File: src/design/gpmx_pkg.sv
// Purpose: shared constants, types and helpers of the signal routing matrix
// Assumes: one clock; text commands arrive one byte per strobe
// Notes: source codes are five bits wide; unlisted codes never get stored
package gpmx_pkg;

    // source selector codes
    localparam logic [4:0] CODE_LOW = 5'h00;
    localparam logic [4:0] CODE_HIGH = 5'h01;
    localparam logic [4:0] CODE_FTW = 5'h03;
    localparam logic [4:0] CODE_FACT = 5'h04;
    localparam logic [4:0] CODE_EXPA = 5'h05;
    localparam logic [4:0] CODE_FVAL = 5'h06;
    localparam logic [4:0] CODE_LVAL = 5'h07;
    localparam logic [4:0] CODE_PG0 = 5'h08;
    localparam logic [4:0] CODE_PG1 = 5'h09;
    localparam logic [4:0] CODE_PG2 = 5'h0a;
    localparam logic [4:0] CODE_PG3 = 5'h0b;
    localparam logic [4:0] CODE_TTLIN1 = 5'h0c;
    localparam logic [4:0] CODE_CC1 = 5'h0d;
    localparam logic [4:0] CODE_GATE0 = 5'h0e;
    localparam logic [4:0] CODE_GATE1 = 5'h0f;
    localparam logic [4:0] CODE_TTLIN2 = 5'h10;
    localparam logic [4:0] CODE_LVDS = 5'h11;
    localparam logic [7:0] CODE_MAX = 8'h1f;

    // packed command names, right aligned, zero filled on the left
    localparam logic [55:0] NAME_TTL_SRC0 = 56'h00000000_4c5330;
    localparam logic [55:0] NAME_TTL_SRC1 = 56'h00000000_4c5331;
    localparam logic [55:0] NAME_TTL_SRC2 = 56'h00000000_4c5332;
    localparam logic [55:0] NAME_TTL_INV0 = 56'h00000000_4c4930;
    localparam logic [55:0] NAME_TTL_INV1 = 56'h00000000_4c4931;
    localparam logic [55:0] NAME_TTL_INV2 = 56'h00000000_4c4932;
    localparam logic [55:0] NAME_G0_SRC1 = 56'h00_4e4430494e31;
    localparam logic [55:0] NAME_G0_SRC2 = 56'h00_4e4430494e32;
    localparam logic [55:0] NAME_G1_SRC1 = 56'h00_4e4431494e31;
    localparam logic [55:0] NAME_G1_SRC2 = 56'h00_4e4431494e32;
    localparam logic [55:0] NAME_G0_INV1 = 56'h4e4430494e5631;
    localparam logic [55:0] NAME_G0_INV2 = 56'h4e4430494e5632;
    localparam logic [55:0] NAME_G1_INV1 = 56'h4e4431494e5631;
    localparam logic [55:0] NAME_G1_INV2 = 56'h4e4431494e5632;
    localparam logic [2:0] NAME_MAX = 3'h7;

    // command indices
    localparam logic [3:0] CMD_TTL_SRC = 4'h0;  // 0..2
    localparam logic [3:0] CMD_TTL_INV = 4'h3;  // 3..5
    localparam logic [3:0] CMD_G0_SRC = 4'h6;   // 6..7
    localparam logic [3:0] CMD_G1_SRC = 4'h8;   // 8..9
    localparam logic [3:0] CMD_G0_INV = 4'ha;   // 10..11
    localparam logic [3:0] CMD_G1_INV = 4'hc;   // 12..13
    localparam logic [3:0] CMD_NONE = 4'hf;

    // ascii characters
    localparam logic [7:0] ASC_CR = 8'h0d;
    localparam logic [7:0] ASC_LF = 8'h0a;
    localparam logic [7:0] ASC_EQ = 8'h3d;
    localparam logic [7:0] ASC_QM = 8'h3f;
    localparam logic [7:0] ASC_ZERO = 8'h30;
    localparam logic [7:0] ASC_NINE = 8'h39;
    localparam logic [7:0] ASC_O = 8'h4f;
    localparam logic [7:0] ASC_K = 8'h4b;
    localparam logic [7:0] ASC_N = 8'h4e;
    localparam logic [7:0] ASC_G = 8'h47;
    localparam logic [7:0] VAL_SAT = 8'h18;     // above this a further digit may overflow
    localparam logic [7:0] TEN = 8'h0a;
    localparam logic [2:0] REP_LONG = 3'h4;
    localparam logic [2:0] REP_SHORT = 3'h3;

    typedef enum logic [1:0] {gpmx_kind_out, gpmx_kind_g0, gpmx_kind_g1} gpmx_kind_t;

    // signals offered to the selectors
    typedef struct packed {
        logic frame_trigger_wait_a;
        logic frame_active_b;
        logic exposure_active_c;
        logic frame_valid;
        logic line_valid;
        logic [3:0] pulse_gen;
        logic ttl_input_1;
        logic camera_control_line1_input;
        logic ttl_input_2;
        logic lvds_input;
    } gpmx_src_t;

    // all settings; the all-zero value is the reset default
    typedef struct packed {
        logic [2:0][4:0] ttl_src;
        logic [2:0] ttl_inv;
        logic [1:0][4:0] g0_src;
        logic [1:0] g0_inv;
        logic [1:0][4:0] g1_src;
        logic [1:0] g1_inv;
    } gpmx_cfg_t;
    localparam gpmx_cfg_t CFG_RESET = '0;

    // true when a code belongs to the encoding of the given selector kind
    function automatic logic code_ok(input logic [4:0] code, input gpmx_kind_t kind);
        case (code)
            CODE_LOW, CODE_HIGH, CODE_FTW, CODE_FACT, CODE_EXPA, CODE_FVAL,
            CODE_PG0, CODE_PG1, CODE_PG2, CODE_PG3, CODE_TTLIN1, CODE_CC1,
            CODE_TTLIN2, CODE_LVDS: code_ok = 1'b1;
            CODE_LVAL: code_ok = (kind == gpmx_kind_g1);
            CODE_GATE0: code_ok = (kind != gpmx_kind_g0);
            CODE_GATE1: code_ok = (kind != gpmx_kind_g1);
            default: code_ok = 1'b0;
        endcase
    endfunction : code_ok

endpackage : gpmx_pkg

File: src/design/gpmx_src_sel.sv
// Purpose: one source selector with optional polarity inversion
// Assumes: code already checked against its encoding when written
// Notes: purely combinational; the caller registers the result
`timescale 1ns/1ps
module gpmx_src_sel
    import gpmx_pkg::*;
(
    input wire logic [4:0] code_in,
    input wire gpmx_src_t src_in,
    input wire logic gate0_in,
    input wire logic gate1_in,
    input wire logic invert_in,
    output logic sel_out
);
    logic raw;

    // code to signal decode, shared by every selector
    always_comb begin
        case (code_in)
            CODE_HIGH: raw = 1'b1;
            CODE_FTW: raw = src_in.frame_trigger_wait_a;
            CODE_FACT: raw = src_in.frame_active_b;
            CODE_EXPA: raw = src_in.exposure_active_c;
            CODE_FVAL: raw = src_in.frame_valid;
            CODE_LVAL: raw = src_in.line_valid;
            CODE_PG0: raw = src_in.pulse_gen[0];
            CODE_PG1: raw = src_in.pulse_gen[1];
            CODE_PG2: raw = src_in.pulse_gen[2];
            CODE_PG3: raw = src_in.pulse_gen[3];
            CODE_TTLIN1: raw = src_in.ttl_input_1;
            CODE_CC1: raw = src_in.camera_control_line1_input;
            CODE_GATE0: raw = gate0_in;
            CODE_GATE1: raw = gate1_in;
            CODE_TTLIN2: raw = src_in.ttl_input_2;
            CODE_LVDS: raw = src_in.lvds_input;
            default: raw = 1'b0;  // low, and any unlisted code
        endcase
    end

    // inversion applied after selection
    assign sel_out = raw ^ invert_in;
endmodule : gpmx_src_sel

File: src/design/gpmx_routing_matrix.sv
// Purpose: routing matrix for three ttl outputs and two feedback nand gates
// Assumes: settings arrive as short text commands NAME=value or NAME? ended by cr lf
// Notes: gate outputs are registered, so feedback between gates never forms a loop
// Summary of operation
// Each input of the second gate has its own invert setting, 0 passes and 1 inverts.
// The first ttl output selects low, high, trigger wait, frame active, exposure or fval.
// It also selects pulse generators 0-3, ttl in 1, cc1, both gates, ttl in 2 and lvds.
// The second and third ttl outputs have own selectors with the same encoding.
// The first input of the first gate uses the output encoding without its own gate.
// The second input of the first gate has its own selector with that code set.
// The first input of the second gate adds line valid and omits its own gate.
// The second input of the second gate has its own selector with that code set.
// Each input of the first gate has its own invert setting, default off.
// Each ttl output has an invert applied after its selector, default off.
// Each gate outputs the nand of its two selected and optionally inverted inputs.
// A write of a code outside a selector's encoding is refused and the old value kept.
`timescale 1ns/1ps
module gpmx_routing_matrix
    import gpmx_pkg::*;
(
    input wire logic clk_in,
    input wire logic sys_rst_in,
    input wire logic char_valid_in,
    input wire logic [7:0] char_data_in,
    input wire gpmx_src_t src_in,
    output logic [2:0] ttl_out,
    output logic gate0_out,
    output logic gate1_out,
    output logic reply_valid_out,
    output logic [7:0] reply_data_out
);
    typedef enum logic [1:0] {gpmx_st_name, gpmx_st_value, gpmx_st_query, gpmx_st_lf} gpmx_state_t;

    gpmx_state_t state_q;
    logic [55:0] name_q;
    logic [2:0] name_len_q;
    logic [7:0] value_q;
    logic val_seen_q;
    logic query_q;
    logic err_q;
    gpmx_cfg_t cfg_q;
    logic [2:0] ttl_q;
    logic gate0_q;
    logic gate1_q;
    logic [7:0] rep_buf_q [0:3];
    logic [2:0] rep_cnt_q;
    logic [1:0] rep_pos_q;
    logic rep_valid_q;
    logic [7:0] rep_data_q;

    logic [2:0] ttl_sel;
    logic [1:0] g0_sel;
    logic [1:0] g1_sel;
    logic is_digit;
    logic exec;
    logic [3:0] cmd;
    logic write_ok;
    logic query_ok;
    logic [4:0] rd_val;
    logic [7:0] rd_ones;

    // command name to index
    function automatic logic [3:0] cmd_decode(input logic [55:0] name);
        case (name)
            NAME_TTL_SRC0: cmd_decode = CMD_TTL_SRC;
            NAME_TTL_SRC1: cmd_decode = CMD_TTL_SRC + 4'h1;
            NAME_TTL_SRC2: cmd_decode = CMD_TTL_SRC + 4'h2;
            NAME_TTL_INV0: cmd_decode = CMD_TTL_INV;
            NAME_TTL_INV1: cmd_decode = CMD_TTL_INV + 4'h1;
            NAME_TTL_INV2: cmd_decode = CMD_TTL_INV + 4'h2;
            NAME_G0_SRC1: cmd_decode = CMD_G0_SRC;
            NAME_G0_SRC2: cmd_decode = CMD_G0_SRC + 4'h1;
            NAME_G1_SRC1: cmd_decode = CMD_G1_SRC;
            NAME_G1_SRC2: cmd_decode = CMD_G1_SRC + 4'h1;
            NAME_G0_INV1: cmd_decode = CMD_G0_INV;
            NAME_G0_INV2: cmd_decode = CMD_G0_INV + 4'h1;
            NAME_G1_INV1: cmd_decode = CMD_G1_INV;
            NAME_G1_INV2: cmd_decode = CMD_G1_INV + 4'h1;
            default: cmd_decode = CMD_NONE;
        endcase
    endfunction : cmd_decode

    // legality of a written value for a command
    function automatic logic value_ok(input logic [3:0] c, input logic [7:0] v);
        if (c < CMD_TTL_INV) begin
            value_ok = (v <= CODE_MAX) && code_ok(v[4:0], gpmx_kind_out);
        end else if (c < CMD_G0_SRC) begin
            value_ok = (v <= 8'h01);
        end else if (c < CMD_G1_SRC) begin
            value_ok = (v <= CODE_MAX) && code_ok(v[4:0], gpmx_kind_g0);
        end else if (c < CMD_G0_INV) begin
            value_ok = (v <= CODE_MAX) && code_ok(v[4:0], gpmx_kind_g1);
        end else begin
            value_ok = (v <= 8'h01) && (c != CMD_NONE);
        end
    endfunction : value_ok

    // current value of a setting, for queries
    function automatic logic [4:0] rd_field(input gpmx_cfg_t c, input logic [3:0] i);
        case (i)
            4'h0, 4'h1, 4'h2: rd_field = c.ttl_src[2'(i)];
            4'h3, 4'h4, 4'h5: rd_field = {4'h0, c.ttl_inv[2'(i - CMD_TTL_INV)]};
            4'h6, 4'h7: rd_field = c.g0_src[i[0]];
            4'h8, 4'h9: rd_field = c.g1_src[i[0]];
            4'ha, 4'hb: rd_field = {4'h0, c.g0_inv[i[0]]};
            4'hc, 4'hd: rd_field = {4'h0, c.g1_inv[i[0]]};
            default: rd_field = 5'h00;
        endcase
    endfunction : rd_field

    // ttl output selectors, inversion applied after selection
    for (genvar k = 0; k < 3; k++) begin : g_ttl
        gpmx_src_sel u_sel (
            .code_in(cfg_q.ttl_src[k]),
            .src_in(src_in),
            .gate0_in(gate0_q),
            .gate1_in(gate1_q),
            .invert_in(cfg_q.ttl_inv[k]),
            .sel_out(ttl_sel[k])
        );
    end

    // gate input selectors with per-input inversion
    for (genvar k = 0; k < 2; k++) begin : g_gate
        gpmx_src_sel u_g0 (
            .code_in(cfg_q.g0_src[k]),
            .src_in(src_in),
            .gate0_in(gate0_q),
            .gate1_in(gate1_q),
            .invert_in(cfg_q.g0_inv[k]),
            .sel_out(g0_sel[k])
        );
        gpmx_src_sel u_g1 (
            .code_in(cfg_q.g1_src[k]),
            .src_in(src_in),
            .gate0_in(gate0_q),
            .gate1_in(gate1_q),
            .invert_in(cfg_q.g1_inv[k]),
            .sel_out(g1_sel[k])
        );
    end

    // registered outputs and gates
    always_ff @(posedge clk_in or posedge sys_rst_in) begin
        if (sys_rst_in) begin
            ttl_q <= 3'h0;
            gate0_q <= 1'b1;
            gate1_q <= 1'b1;
        end else begin
            ttl_q <= ttl_sel;
            gate0_q <= ~(g0_sel[0] & g0_sel[1]);
            gate1_q <= ~(g1_sel[0] & g1_sel[1]);
        end
    end

    assign is_digit = (char_data_in >= ASC_ZERO) && (char_data_in <= ASC_NINE);
    assign exec = char_valid_in && (state_q == gpmx_st_lf) && (char_data_in == ASC_LF);
    assign cmd = cmd_decode(name_q);
    assign query_ok = exec && query_q && !err_q && (cmd != CMD_NONE);
    assign write_ok = exec && !query_q && !err_q && val_seen_q && value_ok(cmd, value_q);
    assign rd_val = rd_field(cfg_q, cmd);
    assign rd_ones = (rd_val >= TEN[4:0]) ? ({3'h0, rd_val} - TEN) : {3'h0, rd_val};

    // text command parser
    always_ff @(posedge clk_in or posedge sys_rst_in) begin
        if (sys_rst_in) begin
            state_q <= gpmx_st_name;
            name_q <= '0;
            name_len_q <= 3'h0;
            value_q <= 8'h00;
            val_seen_q <= 1'b0;
            query_q <= 1'b0;
            err_q <= 1'b0;
        end else if (char_valid_in) begin
            if (state_q == gpmx_st_lf) begin
                // lf executes; anything else drops the command
                state_q <= gpmx_st_name;
                name_q <= '0;
                name_len_q <= 3'h0;
                value_q <= 8'h00;
                val_seen_q <= 1'b0;
                query_q <= 1'b0;
                err_q <= 1'b0;
            end else if (char_data_in == ASC_CR) begin
                state_q <= gpmx_st_lf;
                if (state_q == gpmx_st_name) begin
                    err_q <= 1'b1;  // no separator seen
                end
            end else begin
                case (state_q)
                    gpmx_st_name: begin
                        if (char_data_in == ASC_EQ) begin
                            state_q <= gpmx_st_value;
                        end else if (char_data_in == ASC_QM) begin
                            state_q <= gpmx_st_query;
                            query_q <= 1'b1;
                        end else if (name_len_q == NAME_MAX) begin
                            err_q <= 1'b1;
                        end else begin
                            name_q <= {name_q[47:0], char_data_in};
                            name_len_q <= name_len_q + 3'h1;
                        end
                    end
                    gpmx_st_value: begin
                        if (!is_digit || value_q > VAL_SAT) begin
                            err_q <= 1'b1;
                        end else begin
                            value_q <= 8'(value_q * TEN + (char_data_in - ASC_ZERO));
                            val_seen_q <= 1'b1;
                        end
                    end
                    default: err_q <= 1'b1;  // text after '?'
                endcase
            end
        end
    end

    // settings store; refused writes leave everything as it was
    always_ff @(posedge clk_in or posedge sys_rst_in) begin
        if (sys_rst_in) begin
            cfg_q <= CFG_RESET;
        end else if (write_ok) begin
            if (cmd < CMD_TTL_INV) begin
                cfg_q.ttl_src[2'(cmd)] <= value_q[4:0];
            end else if (cmd < CMD_G0_SRC) begin
                cfg_q.ttl_inv[2'(cmd - CMD_TTL_INV)] <= value_q[0];
            end else if (cmd < CMD_G1_SRC) begin
                cfg_q.g0_src[cmd[0]] <= value_q[4:0];
            end else if (cmd < CMD_G0_INV) begin
                cfg_q.g1_src[cmd[0]] <= value_q[4:0];
            end else if (cmd < CMD_G1_INV) begin
                cfg_q.g0_inv[cmd[0]] <= value_q[0];
            end else begin
                cfg_q.g1_inv[cmd[0]] <= value_q[0];
            end
        end
    end

    // reply buffer: value for a query, ok for a write, ng otherwise
    always_ff @(posedge clk_in or posedge sys_rst_in) begin
        if (sys_rst_in) begin
            for (int i = 0; i < 4; i++) begin
                rep_buf_q[i] <= 8'h00;
            end
            rep_cnt_q <= 3'h0;
            rep_pos_q <= 2'h0;
        end else if (exec) begin
            rep_pos_q <= 2'h0;
            if (query_ok && rd_val >= TEN[4:0]) begin
                rep_buf_q[0] <= ASC_ZERO + 8'h01;
                rep_buf_q[1] <= ASC_ZERO + rd_ones;
                rep_buf_q[2] <= ASC_CR;
                rep_buf_q[3] <= ASC_LF;
                rep_cnt_q <= REP_LONG;
            end else if (query_ok) begin
                rep_buf_q[0] <= ASC_ZERO + rd_ones;
                rep_buf_q[1] <= ASC_CR;
                rep_buf_q[2] <= ASC_LF;
                rep_buf_q[3] <= 8'h00;
                rep_cnt_q <= REP_SHORT;
            end else begin
                rep_buf_q[0] <= write_ok ? ASC_O : ASC_N;
                rep_buf_q[1] <= write_ok ? ASC_K : ASC_G;
                rep_buf_q[2] <= ASC_CR;
                rep_buf_q[3] <= ASC_LF;
                rep_cnt_q <= REP_LONG;
            end
        end else if (rep_cnt_q != 3'h0) begin
            rep_cnt_q <= rep_cnt_q - 3'h1;
            rep_pos_q <= rep_pos_q + 2'h1;
        end
    end

    // reply byte stream, one byte per cycle
    always_ff @(posedge clk_in or posedge sys_rst_in) begin
        if (sys_rst_in) begin
            rep_valid_q <= 1'b0;
            rep_data_q <= 8'h00;
        end else begin
            rep_valid_q <= (rep_cnt_q != 3'h0) && !exec;
            rep_data_q <= (rep_cnt_q != 3'h0 && !exec) ? rep_buf_q[rep_pos_q] : 8'h00;
        end
    end

    assign ttl_out = ttl_q;
    assign gate0_out = gate0_q;
    assign gate1_out = gate1_q;
    assign reply_valid_out = rep_valid_q;
    assign reply_data_out = rep_data_q;
endmodule : gpmx_routing_matrix

File: config.mk
export PLATFORM = sky130hd
export DESIGN_NAME = gpmx_routing_matrix
export DESIGN_NICKNAME = d
export VERILOG_FILES = /design/src/design/gpmx_pkg.sv /design/src/design/gpmx_src_sel.sv /design/src/design/gpmx_routing_matrix.sv
export SDC_FILE = /design/constraint.sdc
export NUM_CORES = 1
export LEC_CHECK = 0
export ABC_AREA = 1
export BUFFER_PORTS_ARGS = -buffer_cell sky130_fd_sc_hd__buf_2
export CORE_ASPECT_RATIO = 1.4
export CORE_MARGIN = 2
export CORE_UTILIZATION = 40
export DETAILED_ROUTE_END_ITERATION = 8
export PLACE_DENSITY = 0.53
export SLEW_MARGIN = 5
export SYNTH_ARGS = -nofsm -noshare
export SYNTH_HDL_FRONTEND = slang
export SYNTH_SLANG_ARGS = --single-unit
File: constraint.sdc
create_clock -name clk_in -period 5.5 [get_ports clk_in]
set_input_delay 0.275 -clock clk_in [delete_from_list [all_inputs] [get_ports clk_in]]
set_output_delay 0.275 -clock clk_in [all_outputs]
set_load 0.05 [all_outputs]
== Word level (Yosys, flattened, before mapping) ==
Memory sizes are Yosys's and may differ from the RTL's.
Index checks and enable logic that the tools add are counted.

* Register bits: 165
* Memory bits (read-only): 96
* Bits of input ports: 24
* Output and inout port bits: 14
* Word-level logic and storage cells: 382
* Memories: 3

{| class="wikitable"
|+ Memories
! memory !! words !! width !! rd ports !! clocked after Yosys merged registers in !! write ports !! line !! text
|-
| (name not given) || 32 || 1 || 1 || 0 || 0 || gpmx_pkg.sv:97 || <nowiki>case (code)</nowiki>
|-
| (name not given) || 32 || 1 || 1 || 0 || 0 || gpmx_pkg.sv:97 ||
|-
| (name not given) || 32 || 1 || 1 || 0 || 0 || gpmx_pkg.sv:97 ||
|}

* $add $sub $neg: 8
* Multiply operators: 1
* Magnitude comparators: 18
* Eq/ne operators: 157
* Mux-type cells: 100
* Bitwise gates (word level): 17
* Reduce and logical (&&, ||, !) cells: 50

{| class="wikitable"
|+ Operators by type and width
! operator !! count
|-
| 56-bit by 23-bit == test with 1-bit output (second input constant) || 6
|-
| 56-bit two-way mux || 6
|-
| 5-bit by 4-bit == test with 1-bit output (second input constant) || 56
|-
| 56-bit by 47-bit == test with 1-bit output (second input constant) || 4
|-
| 56-bit by 55-bit == test with 1-bit output (second input constant) || 4
|-
| 5-bit by 3-bit == test with 1-bit output (second input constant) || 28
|-
| 1-bit one-hot mux with 16 select lines || 7
|-
| 5-bit == test (second input constant) || 14
|-
| 32-bit two-way mux || 2
|-
| 8-bit two-way mux || 8
|-
| 4-bit one-hot mux with 14 select lines || 1
|-
| 1-bit two-way mux || 36
|-
| 5-bit by 1-bit == test with 1-bit output (second input constant) || 7
|-
| 5-bit by 2-bit == test with 1-bit output (second input constant) || 7
|-
| 5-bit two-way mux || 7
|-
| 3-bit two-way mux || 10
|-
| 5-bit one-hot mux with 6 select lines || 1
|-
| 4-bit == test (second input constant) || 6
|-
| 6-bit AND reduction || 4
|-
| 10-bit bitwise mux || 2
|-
| 1-bit logical AND || 19
|-
| 8-bit binary-select mux with 2-bit select || 1
|-
| 4-bit by 3-bit == test with 1-bit output (second input constant) || 4
|-
| 8-bit by 4-bit == test with 1-bit output (second input constant) || 2
|-
| other kinds (62) || 109
|}

== Logic depth before layout (Yosys ltp) ==
Gate-level depths: netlist of the first run.

* Depth in word-level cells: 16
* Mapped depth: 28
* Depth with buffers taken out: 27

== Modules after synthesis ==
From an unflattened synthesis of the first run, not the netlist that was laid out.

* Cell total of the unflattened synthesis: 1720
* Area total of the unflattened synthesis: 11283.3 µm²

{| class="wikitable"
|+ By module, submodules not included
! module !! times used !! cells each !! area an instance (µm²) !! seq. area each (µm²)
|-
| gpmx_routing_matrix || 1 || 1209 || 9032.4 || 3731.1
|-
| gpmx_src_sel || 7 || 73 || 321.6 || 0.0
|}

== Least setup slack after synthesis of the first run ==
OpenSTA, ideal clock, no wires.

* Kind: register to register
* Start: register name_q[55]
* End: register rep_buf_q[21] in the netlist's numbering
* Setup time: 0.121 ns
* Arrival: 3.299 ns
* Required time: 5.379 ns
* Path slack: 2.080 ns
* Stages on the path, launching flop included: 23
* Buffers on the path: 2
* Period minus slack after synthesis: 3.420 ns
* Path through: dfrtp_1 > nor2_1 > nand2_1 > nor2_2 > nand3_2 > nor3_2 > nor2_1 > nand2_8 > nand2_8 > buf_6 > buf_4 > ha_1 > nor2_1 > nor2_1 > nand3_1 > nand2_1 > nor2_2 > ha_1 > nand4_1 > ha_1 > inv_1 > nor2_1 > a22o_1

* Longest elaborated chain between the ends: 10
* Elaborated cells on any way between the ends: 57
* Classes of those cells: add/sub: 3; order compare: 1; eq/ne: 28; mux: 16; reduce/logical: 9

{| class="wikitable"
|+ Ends and longest elaborated chain
! what !! line !! text
|-
| start: declaration || gpmx_routing_matrix.sv:35 || <nowiki>logic [55:0] name_q;</nowiki>
|-
| start signal: assignment || gpmx_routing_matrix.sv:200 || <nowiki>name_q <= {name_q[47:0], char_data_in};</nowiki>
|-
| 56-bit by 55-bit == test with 1-bit output, or another cell as far along || gpmx_routing_matrix.sv:64 || <nowiki>case (name)</nowiki>
|-
| 4-bit one-hot mux with 14 select lines (*) || gpmx_routing_matrix.sv:64 ||
|-
| 2-bit subtractor || gpmx_routing_matrix.sv:102 || <nowiki>4'h3, 4'h4, 4'h5: rd_field = {4'h0, c.ttl_inv[2'(i - CMD_TTL_INV)]};</nowiki>
|-
| 1-bit binary-select mux with 2-bit select || gpmx_routing_matrix.sv:102 ||
|-
| 1-bit two-way mux (not written as such) || gpmx_routing_matrix.sv:102 ||
|-
| 5-bit one-hot mux with 6 select lines || gpmx_routing_matrix.sv:100 || <nowiki>case (i)</nowiki>
|-
| 5-bit by 4-bit subtractor with 6-bit output or 5-bit by 4-bit greater-or-equal comparator with 1-bit output (tied branches) || gpmx_routing_matrix.sv:162, gpmx_routing_matrix.sv:249 ||
|-
| 8-bit two-way mux || gpmx_routing_matrix.sv:162 || <nowiki>assign rd_ones = (rd_val >= TEN[4:0]) ? ({3'h0, rd_val} - TEN) : {3'h0, rd_val};</nowiki>
|-
| 6-bit by 8-bit adder with 8-bit output || gpmx_routing_matrix.sv:251 || <nowiki>rep_buf_q[1] <= ASC_ZERO + rd_ones;</nowiki>
|-
| 32-bit two-way mux (*) || gpmx_routing_matrix.sv:249 || <nowiki>if (query_ok && rd_val >= TEN[4:0]) begin</nowiki>
|-
| end: declaration || gpmx_routing_matrix.sv:45 || <nowiki>logic [7:0] rep_buf_q [0:3];</nowiki>
|}

Every way passes the cells marked *; elsewhere a longest branch is shown, timed or not. The select of a mux whose other input is x is not followed.
A chain may end at the register's enable or synchronous reset.

== Worst setup path in the final report of the first run ==
* Start: register name_q[34]
* End: register rep_buf_q[21] in the netlist's numbering

The elaborated chain is that of the path after synthesis.

==> results of run 1 <==
worst register-to-register path, cell delays in order (launching register included):
cell and delay, ns:
dfrtp_1 0.39, nor2_2 0.17, nand2_1 0.07, nor2_1 0.17, nand3_1 0.09, nor2_1 0.21
nand2_1 0.13, nand2_4 0.13, nor2_4 0.07, nand2_8 0.11, nand2_8 0.16, inv_4 0.23
ha_1 0.26, nor2_1 0.09, a21oi_1 0.29, inv_1 0.12, a21oi_1 0.21, nor2_2 0.07
ha_1 0.21, nand4_1 0.09, ha_1 0.23, inv_1 0.05, nor2_1 0.05, a22o_1 0.21
cells in the mapped netlist, types with 17 or more instances:
cell type  count
nand2_1      261
inv_1        183
nor2_1       149
dfrtp_1      147
o21ai_0       68
nand3_1       67
o22ai_1       56
nor3_1        33
ha_1          32
a21oi_1       29
o21ai_1       27
nor4_1        22
clkbuf_1      20
nand4_1       19
inv_2         17
registers in the layout, indices dropped and copies added (netlist names), 3 cells and up:
register / count
cfg_q: 42
name_len_q: 3
name_q: 56
rep_buf_q: 17
rep_cnt_q: 3
reply_data_out: 7
ttl_out: 3
value_q: 8
metrics by stage:
stage	std cells	util (%)	setup WS, ns	area [µm²]
final	1619	45.3	1.57	10500
after global routing	1619	45.3	1.21	10500
after CTS	1619	45.3	1.57	10500
after detailed placement	1588	42.6	1.58	9900
after global placement	1588	42.6	1.65	9900
after floorplan	1266	-	1.22	9410
power groups by stage:
stage | sequential (mW) | combinational (mW) | clock [mW]
finish | 1.61 | 1.71 | 1.23
global route | 1.65 | 2.00 | 1.30
global placement | 1.63 | 1.72 | 0
CTS | 1.62 | 1.75 | 1.25
floorplan | 1.64 | 1.26 | 0
detailed placement | 1.63 | 1.74 | 0
worst paths after layout:
| check | from | to | slack (ns) | cells past startpoint |
|---|---|---|---|---|
| setup / recovery | name_q[34] | rep_buf_q[21] | 1.57 | 23 |
| hold / removal | sys_rst_in | ttl_out[0] | 0.02 | 2 |
| setup reg to reg | name_q[34] | rep_buf_q[21] | 1.57 | 23 |
| hold reg to reg | rep_buf_q[11] | rep_buf_q[11] | 0.48 | 1 |
| max in group asynchronous | sys_rst_in | cfg_q[7] | 4.17 | 3 |
| min in group clk_in | char_data_in[4] | name_q[4] | 0.17 | 3 |
routing by layer:
metal	share of wire [%]	GRT usage (%)	up-vias
met3	3.9	4.16	56
met5	0	0	-
met4	2.2	7.36	0
met1	42	27.6	4094
li1	-	-	4280
met2	52	42.5	207
layout make-up:
| type | count | area [µm²] |
|---|---|---|
| timing repair buffer | 42 | 225 |
| clock inverter | 13 | 174 |
| inverter | 202 | 766 |
| clock buffer | 18 | 439 |
| multi-input combinational | 889 | 4790 |
| tap | 306 | 383 |
| fill | 2436 | 12700 |
| sequential | 149 | 3730 |
cells by family after synthesis:
kind of cell               Yosys count  share of synthesized area [%]
AOI/OAI and AO/OA                  233                           15.2
xor gates and xnor gates            16                           1.49
adders and majority gates           34                           4.68
buffers and inverters              228                           9.40
DFF                                149                           39.7
muxes                                1                          0.106
other                                1                         0.0399
and+or+nand+nor                    604                           29.5
==> flow_summary_export.csv, run 1 <==
group,metric,value,unit
die,die_h,185,µm
final_layout,drive_above_1_share,11.6,%
final_layout,antenna_cells,0,
logic_synthesis,ys_ff_latch,149,
worst_setup_path,setup.worst_path.start_class,"flop",
final_layout,final_common_cell,"nand2_1",
timing,whs,0.0232,ns
timing,period_share,71.4,%
routing,route.detailed.vias_per_inst,5.33,
global_routing,overflow,0,
min_path,min_path_type,"in2async",
worst_setup_path,cp_top_family,"simple AND/OR/NAND/NOR gates",
die,die_w,134,µm
routing,drt-pass1-iter-count,5,
routing,drtIter0Drc,574,
logic_synthesis,synth.avg_cell_area,7.43,µm²
pwr,switchingPower,1.85,mW
final_layout,area_growth,11.7,%
worst_setup_path,crit_type,"reg2reg",
routing,routed_wl,27700,µm
worst_setup_path,worstPathMaxFanout,30,
routing,num_vias,8637,
logic_synthesis,synth-edff-count,0,
global_routing,grt_antenna_before_repair,0,
worst_setup_path,crit_slowest_cell,"dfrtp_1",
worst_setup_path,end_kind,"flop",
worst_setup_path,arrival,4.26,ns
timing,relSlewSlack,40.8,%
die,rows,66,
timing,tns,0,ns
timing,layout_min_cycle_time,3.93,ns
timing,hold_viol,0,
pwr,power_density,434,nW/µm²
logic_synthesis,netlist.area_leader.share,39.1,%
worst_setup_path,path_buf_inv,3,
pwr,p_leak,4.99,nW
routing,routedWlPerCell,17.1,µm
final_layout,fin_nets,1359,
worst_setup_path,cp_common_cell,"nor2_1",
global_routing,grt_max_degree,98,
cts,cts_resized,0,
logic_synthesis,synth_area_leaders,"dfrtp_1 (39%), nand2_1 (10%), inv_1 (7.3%)",
cts,cts_buffers,17,
place,io_buffers,36,
cts,htree_num_levels,4,
pwr,clkPwrFrac,26.9,%
cts,cts.clk_slew.worst_paths,0.06,ns
pwr,peakVddDrop,320,µV
logic_synthesis,synth.distinct_cells,58,
routing,drc,0,
place,gp_congestion,0.921,
run_status,status,"finished clean",
timing,slew_viol_final,0,
pwr,swShare,40.6,%
die,io_pins,38,
cts,root_buffer,"clkbuf_16",
cts,clock_path_buffers,2,
logic_synthesis,yosys_warnings,0,
timing,fmax,255,MHz
worst_setup_path,required,5.83,ns
timing,finClkSkew,0.0121,ns
pwr,total_power,4.56,mW
die,die-area,24800,µm²
cts,post_cts_buffers,0,
final_layout,layout_common_cells,"nand2_1 (261), inv_1 (182), nor2_1 (149), dfrtp_1 (147), o21ai_0 (68)",
timing,rsz0062_at_grt,"false",
global_routing,grt_pass1_wl,44700,µm
worst_setup_path,max_stage_delay,0.39,ns
pwr,pwr-share-comb,37.6,%
global_routing,grt_pass1_vias,8564,
cts,clk_latency,0.44,ns
flow_run,maxCapViolCount,0,
timing,setup_viol,0,
logic_synthesis,yosysTopAreaCell,"dfrtp_1",
worst_setup_path,path_cells,"nor2_2, nand2_1, nor2_1, nand3_1, nor2_1, nand2_1, nand2_4, nor2_4, nand2_8, nand2_8, inv_4, ha_1, nor2_1, a21oi_1, inv_1, a21oi_1, nor2_2, ha_1, nand4_1, ha_1, inv_1, nor2_1, a22o_1",
logic_synthesis,syn_nets,1324,
cts,hold_buffers,0,
routing,antenna_left,0,
pwr,p_int,2.71,mW
logic_synthesis,synth.yosys.seq_area_share,39.7,%
logic_synthesis,ys.flop_type,"dfrtp_1",
timing,tightest_slew,0.888,ns
global_routing,grtUsageTotal,23.2,%
logic_synthesis,async_flop_share,100,%
pwr,seqPwrFrac,35.4,%
die,core_region_area,23200,µm²
logic_synthesis,synth_area,9410,µm²
cts,clock-sinks,149,
logic_synthesis,syn_inst,1266,
place,dp_hpwl,20900,µm
cts,cts_tree,"done",
die,initial_core_util,40.5,%
Power figures use the tool's default switching activity.
==> inputs of run 2 (changes only) <==
Clock period 5.5 ns to 3.95 ns, I/O delays scaled along.
==> run 2 against run 1 <==
The flow now finishes with violations (hold timing). Combinational power grew 40%. Largest cell class unchanged. Critical path depth is the same. Critical endpoint unchanged. Wire length grew 1.3%. Die area is the same. Highest routed layer unchanged. First-iteration DRC count shrank 14%.
==> flow_summary_export.csv, run 2 (synthesized netlist as in run 1, its figures left out) <==
group,metric,value,unit
cts,clock-sinks,149,
worst_setup_path,path_cells,"nor2_1, nand2_1, nor2_1, nand2_1, nand2_1, nand3_1, nand2_2, nor2_4, nand2_8, nand2_8, ha_1, nor2_4, nor2_1, buf_4, nand3_1, nand2_1, nor2_2, ha_1, nand4_1, ha_1, inv_1, nor2_1, a22o_1",
timing,relSlewSlack,40.1,%
final_layout,fill_cells,2418,
cts,cts_tree,"done",
worst_setup_path,crit_type,"reg2reg",
routing,drc,0,
final_layout,drive_above_1_share,12.2,%
worst_setup_path,required,4.28,ns
die,io_pins,38,
worst_setup_path,path_buf_inv,2,
timing,layout_min_cycle_time,3.64,ns
final_layout,fin_nets,1363,
final_layout,area_growth,12.4,%
place,preCtsSetupSlack,0.188,ns
routing,routed_wl,28000,µm
global_routing,grt_pass1_vias,8636,
routing,drt-pass1-iter-count,5,
final_layout,layout_common_cells,"nand2_1 (261), inv_1 (182), dfrtp_1 (147), nor2_1 (145), o21ai_0 (68)",
timing,fmax,274,MHz
pwr,p_leak,5.00,nW
min_path,min_path_type,"in2async",
final_layout,reg_top3,"name_q (56), cfg_q (42), rep_buf_q (17)",
global_routing,overflow,0,
die,rows,66,
final_layout,post-route-util,45.6,%
timing,tightest_slew,0.899,ns
pwr,power_density,599,nW/µm²
die,initial_core_util,40.5,%
cts,post_cts_buffers,0,
worst_setup_path,reg2reg_setup_slack,0.31,ns
worst_setup_path,cp_top_family,"simple AND/OR/NAND/NOR gates",
worst_setup_path,end_kind,"flop",
final_layout,regMostFlops,"name_q",
routing,num_vias,8753,
worst_setup_path,setup.worst_path.start_class,"flop",
die,die_h,185,µm
worst_setup_path,ff2ff_path_depth,23,
worst_setup_path,max_stage_delay,0.38,ns
final_layout,antenna_cells,0,
run_status,violations,"hold timing",
die,die-area,24800,µm²
worst_setup_path,crit_slowest_cell,"dfrtp_1",
worst_setup_path,cp.depth,23,
routing,drtIter0Drc,491,
place,dp_hpwl,21100,µm
worst_setup_path,arrival,3.97,ns
timing,whs,-0.0778,ns
timing,setup_ws,0.307,ns
cts,cts_buffers,17,
cts,hold_buffers,0,
routing,routedWlPerCell,17.3,µm
cts,cts.clk_slew.worst_paths,0.07,ns
cts,root_buffer,"clkbuf_16",
global_routing,grt_antenna_before_repair,0,
cts,htree_num_levels,4,
timing,slew_viol_final,0,
global_routing,grtUsageTotal,23.9,%
routing,antenna_left,0,
final_layout,largest_reg_flops,56,
place,gp_congestion,0.943,
timing,hold_viol,24,
pwr,peakVddDrop,473,µV
global_routing,grt_pass1_wl,45800,µm
timing,setup_viol,0,
die,die_w,134,µm
timing,finClkSkew,0.0107,ns
place,io_buffers,36,
pwr,total_power,6.34,mW
global_routing,grt_max_degree,150,
die,core_region_area,23200,µm²
run_status,status,"finished with violations",
timing,period_share,92.2,%
routing,route.detailed.vias_per_inst,5.39,
cts,clk_latency,0.44,ns
worst_setup_path,worstPathMaxFanout,10,
flow_run,maxCapViolCount,0,
final_layout,final_common_cell,"nand2_1",
cts,clock_path_buffers,2,
cts,cts_resized,0,
==> run 2: cell types whose count changed in the layout (fill, tap and decap cells not counted), sizes merged <==
| cell | before | now |
|---|---|---|
| inv | 205 | 204 |
| clkinvlp | 1 | 4 |
| buf | 42 | 46 |
| clkinv | 6 | 4 |
==> run 2: worst register-to-register path, cell delays in order, from the launching register on <==
cell and delay [ns]:
dfrtp_1 0.38, nor2_1 0.13, nand2_1 0.10, nor2_1 0.19
nand2_1 0.10, nand2_1 0.10, nand3_1 0.19, nand2_2 0.18
nor2_4 0.08, nand2_8 0.11, nand2_8 0.09, ha_1 0.29
nor2_4 0.17, nor2_1 0.06, buf_4 0.16, nand3_1 0.06
nand2_1 0.09, nor2_2 0.16, ha_1 0.18, nand4_1 0.10
ha_1 0.31, inv_1 0.05, nor2_1 0.05, a22o_1 0.19
==> run 2: through the flow <==
stage	std cells	setup TNS [ns]	area [µm²]	hold slack (ns)
6_report	1623	0	10600	-0.0778
5_1_grt	1623	-0.0141	10600	0.0544
4_1_cts	1623	0	10500	0.0446
3_5_place_dp	1592	0	9940	0.465
3_3_place_gp	1592	0	9940	0.467
2_1_floorplan	1266	0	9410	0.348
==> run 2: per-layer routing <==
metal  part of all wire, %  track usage (%)  vias up  wire length, µm
met3                   4.5             4.21       66             1260
met4                   3.5             9.96        0              991
met2                    50             41.5      262            14000
met5                     0                0        -                0
met1                    42             29.2     4126            11800
li1                      -                -     4299                -
==> run 2: worst paths after layout <==
| check | to | start |
|---|---|---|
| worst max-delay path | rep_buf_q[21] | name_q[15] |
| worst min-delay path | reply_data_out[2] | sys_rst_in |
| worst max register to register | rep_buf_q[21] | name_q[15] |
| worst min register to register | name_len_q[0] | name_len_q[0] |
| max in group asynchronous | cfg_q[20] | sys_rst_in |
| min in group clk_in | value_q[0] | char_data_in[0] |
==> run 2: final cells by class <==
type / count / area, µm² / share of cell area [%]
tap: 306 / 383 / 3.62
clock inverter: 13 / 175 / 1.66
sequential: 149 / 3730 / 35.3
multi-input combinational: 889 / 4820 / 45.6
clock buffer: 18 / 429 / 4.06
inverter: 202 / 767 / 7.26
timing repair buffer: 46 / 268 / 2.53
==> run 2: power breakdown <==
part           internal (mW)  leakage, nW  total (mW)  switching [mW]
clock network           1.00        0.287        1.69           0.687
logic                  0.831         2.77        2.39            1.56
registers               1.92         1.94        2.26           0.332
==> inputs of run 3 (changes only) <==
Settings changed: CORE_MARGIN 2 to 4.
==> run 3 against run 2 <==
The flow now finishes without violations. Combinational power barely moved. Worst hold slack improved by 0.16 ns. Clock-buffer cell count rose by 2. Total power fell by 1.1%. Sequential cell count did not move. Final cell count rose by 0.18%. Cell area barely moved. Sequential power barely moved. First-iteration DRC count rose by 18%. Register-to-register slack improved by 0.09 ns. Critical endpoint unchanged.
==> flow_summary_export.csv, run 3 (synthesized netlist as in run 1, its figures left out) <==
group,metric,value,unit
place,dp_hpwl,21600,µm
timing,tightest_slew,0.898,ns
routing,wl_met1,12100,µm
cts,clock_path_buffers,2,
cts,clk_latency,0.44,ns
final_layout,layout_common_cells,"nand2_1 (261), inv_1 (182), dfrtp_1 (147), nor2_1 (144), o21ai_0 (68)",
timing,period_share,89.9,%
worst_setup_path,reg2reg_setup_slack,0.40,ns
final_layout,fill_cells,2447,
final_layout,reg_top3,"name_q (56), cfg_q (42), rep_buf_q (17)",
min_path,min_path_type,"in2reg",
global_routing,overflow,0,
routing,routedWlPerCell,17.4,µm
timing,finClkSkew,0.0106,ns
worst_setup_path,max_stage_delay,0.38,ns
die,die_w,138,µm
min_path,min_to,"value_q[0]",
die,initial_core_util,40.5,%
die,rows,66,
final_layout,final_common_cell,"nand2_1",
worst_setup_path,setup.worst_path.start_class,"flop",
flow_run,maxCapViolCount,0,
worst_setup_path,worstPathMaxFanout,6,
worst_setup_path,required,4.27,ns
timing,layout_min_cycle_time,3.55,ns
worst_setup_path,crit_slowest_cell,"dfrtp_1",
routing,drt-pass1-iter-count,5,
worst_setup_path,path_buf_inv,4,
pwr,p_leak,5.00,nW
routing,highest_layer,"met4",
timing,setup_viol,0,
cts,cts.clk_slew.worst_paths,0.07,ns
final_layout,drive_above_1_share,12.5,%
cts,clock-sinks,149,
worst_setup_path,end_kind,"flop",
final_layout,fin_nets,1365,
min_path,hp-start,"char_data_in[0]",
place,gp_congestion,0.919,
timing,hold_viol,0,
worst_setup_path,startpoint,"name_q[29]",
worst_setup_path,cp_common_cell,"nor2_2",
timing,fmax,282,MHz
routing,drtIter0Drc,580,
final_layout,largest_reg_flops,56,
place,io_buffers,36,
timing,setup_ws,0.399,ns
cts,root_buffer,"clkbuf_16",
routing,drc,0,
die,core_region_area,23200,µm²
worst_setup_path,r2r-start,"name_q[29]",
die,die-area,26100,µm²
global_routing,grt_max_degree,75,
min_path,whs_path_depth,3,
worst_setup_path,cp_top_family,"simple AND/OR/NAND/NOR gates",
global_routing,grt_pass1_wl,45600,µm
global_routing,grt_pass1_vias,8573,
worst_setup_path,arrival,3.88,ns
cts,htree_num_levels,4,
worst_setup_path,path_cells,"inv_1, nand2_1, nor2_2, nand2_1, nor2_2, nand3_1, or2_4, nand3_2, inv_2, nand2_4, inv_2, ha_1, nor2_2, nor2_1, nand3_1, nand2_1, nor2_2, ha_1, nand4_1, ha_1, inv_1, nor2_1, a22o_1",
final_layout,regMostFlops,"name_q",
global_routing,grtUsageTotal,22.6,%
die,io_pins,38,
place,preCtsSetupSlack,0.279,ns
routing,num_vias,8605,
routing,met2_length,14000,µm
worst_setup_path,ff2ff_path_depth,23,
routing,route.detailed.vias_per_inst,5.29,
timing,relSlewSlack,40.0,%
routing,antenna_left,0,
pwr,total_power,6.27,mW
pwr,power_density,593,nW/µm²
routing,wl_met3,938,µm
global_routing,grt_antenna_before_repair,0,
cts,cts_buffers,17,
worst_setup_path,rr_endpoint,"rep_buf_q[21]",
final_layout,area_growth,12.4,%
final_layout,antenna_cells,0,
routing,routed_wl,28200,µm
timing,whs,0.0842,ns
timing,slew_viol_final,0,
pwr,peakVddDrop,418,µV
die,die_h,189,µm
worst_setup_path,crit_type,"reg2reg",
cts,cts_tree,"done",
run_status,status,"finished clean",
cts,post_cts_buffers,0,
run 3: cell count changes in the layout (fill, tap and decap cells not counted), sizes merged:
cell	previous run	this run
buf	46	47
clkinvlp	4	3
dlygate4sd3	0	1
bufinv	3	1
clkinv	4	6
clkbuf	18	20
run 3: worst reg2reg max path: cells and delay by family (launching register included):
| family | cells | cell delay, ns |
|---|---|---|
| fa+ha+maj | 3 | 0.73 |
| flops | 1 | 0.38 |
| simple gates | 15 | 1.86 |
| compound gates | 1 | 0.19 |
| buf+inv | 4 | 0.28 |
run 3: cell type report:
type	instances	area (µm²)	area share [%]
Timing Repair Buffer	48	298	2.82
Clock inverter	12	121	1.15
Inverter	202	767	7.26
Tap cell	306	383	3.62
Clock buffer	20	457	4.32
Multi-Input combinational cell	889	4810	45.5
Sequential cell	149	3730	35.3
run 3: stage by stage:
stage | utilization [%] | setup TNS, ns | instance area, µm² | cells
2_1_floorplan | - | 0 | 9410 | 1266
6_report | 45.5 | 0 | 10600 | 1626
3_5_place_dp | 42.9 | 0 | 9960 | 1593
4_1_cts | 45.4 | 0 | 10500 | 1626
5_1_grt | 45.5 | -0.000980 | 10600 | 1626
3_3_place_gp | 42.9 | 0 | 9960 | 1593
run 3: worst max-delay path by stage:
stage | end | slack, ns | cells past startpoint
final | rep_buf_q[21] | 0.40 | 23
after CTS | rep_buf_q[21] | 0.26 | 23
after global routing | rep_buf_q[29] | -0.001 | 24
after global placement | rep_buf_q[21] | 0.33 | 23
after detailed placement | rep_buf_q[21] | 0.28 | 23
after floorplan | rep_buf_q[21] | 0.53 | 22
run 3: report_power, final:
group | switching, mW | internal [mW] | leakage (nW) | total [mW]
Sequential | 0.329 | 1.92 | 1.94 | 2.25
Clock | 0.696 | 0.913 | 0.281 | 1.61
Combinational | 1.56 | 0.840 | 2.78 | 2.40
Total | 2.59 | 3.68 | 5.00 | 6.27
run 3: metal layers:
| layer | track usage (%) | vias up |
|---|---|---|
| met4 | 9.75 | 0 |
| li1 | - | 4294 |
| met2 | 38.4 | 193 |
| met3 | 3.59 | 67 |
| met5 | 0 | - |
| met1 | 28.0 | 4051 |
run 3: repair_timing:
action / 4_1_cts / 5_1_grt
resized for setup: 0 / 9
endpoints found under the hold margin: 39 / 0
hold buffers: 1 / 0
endpoints found under the setup margin: 0 / 5
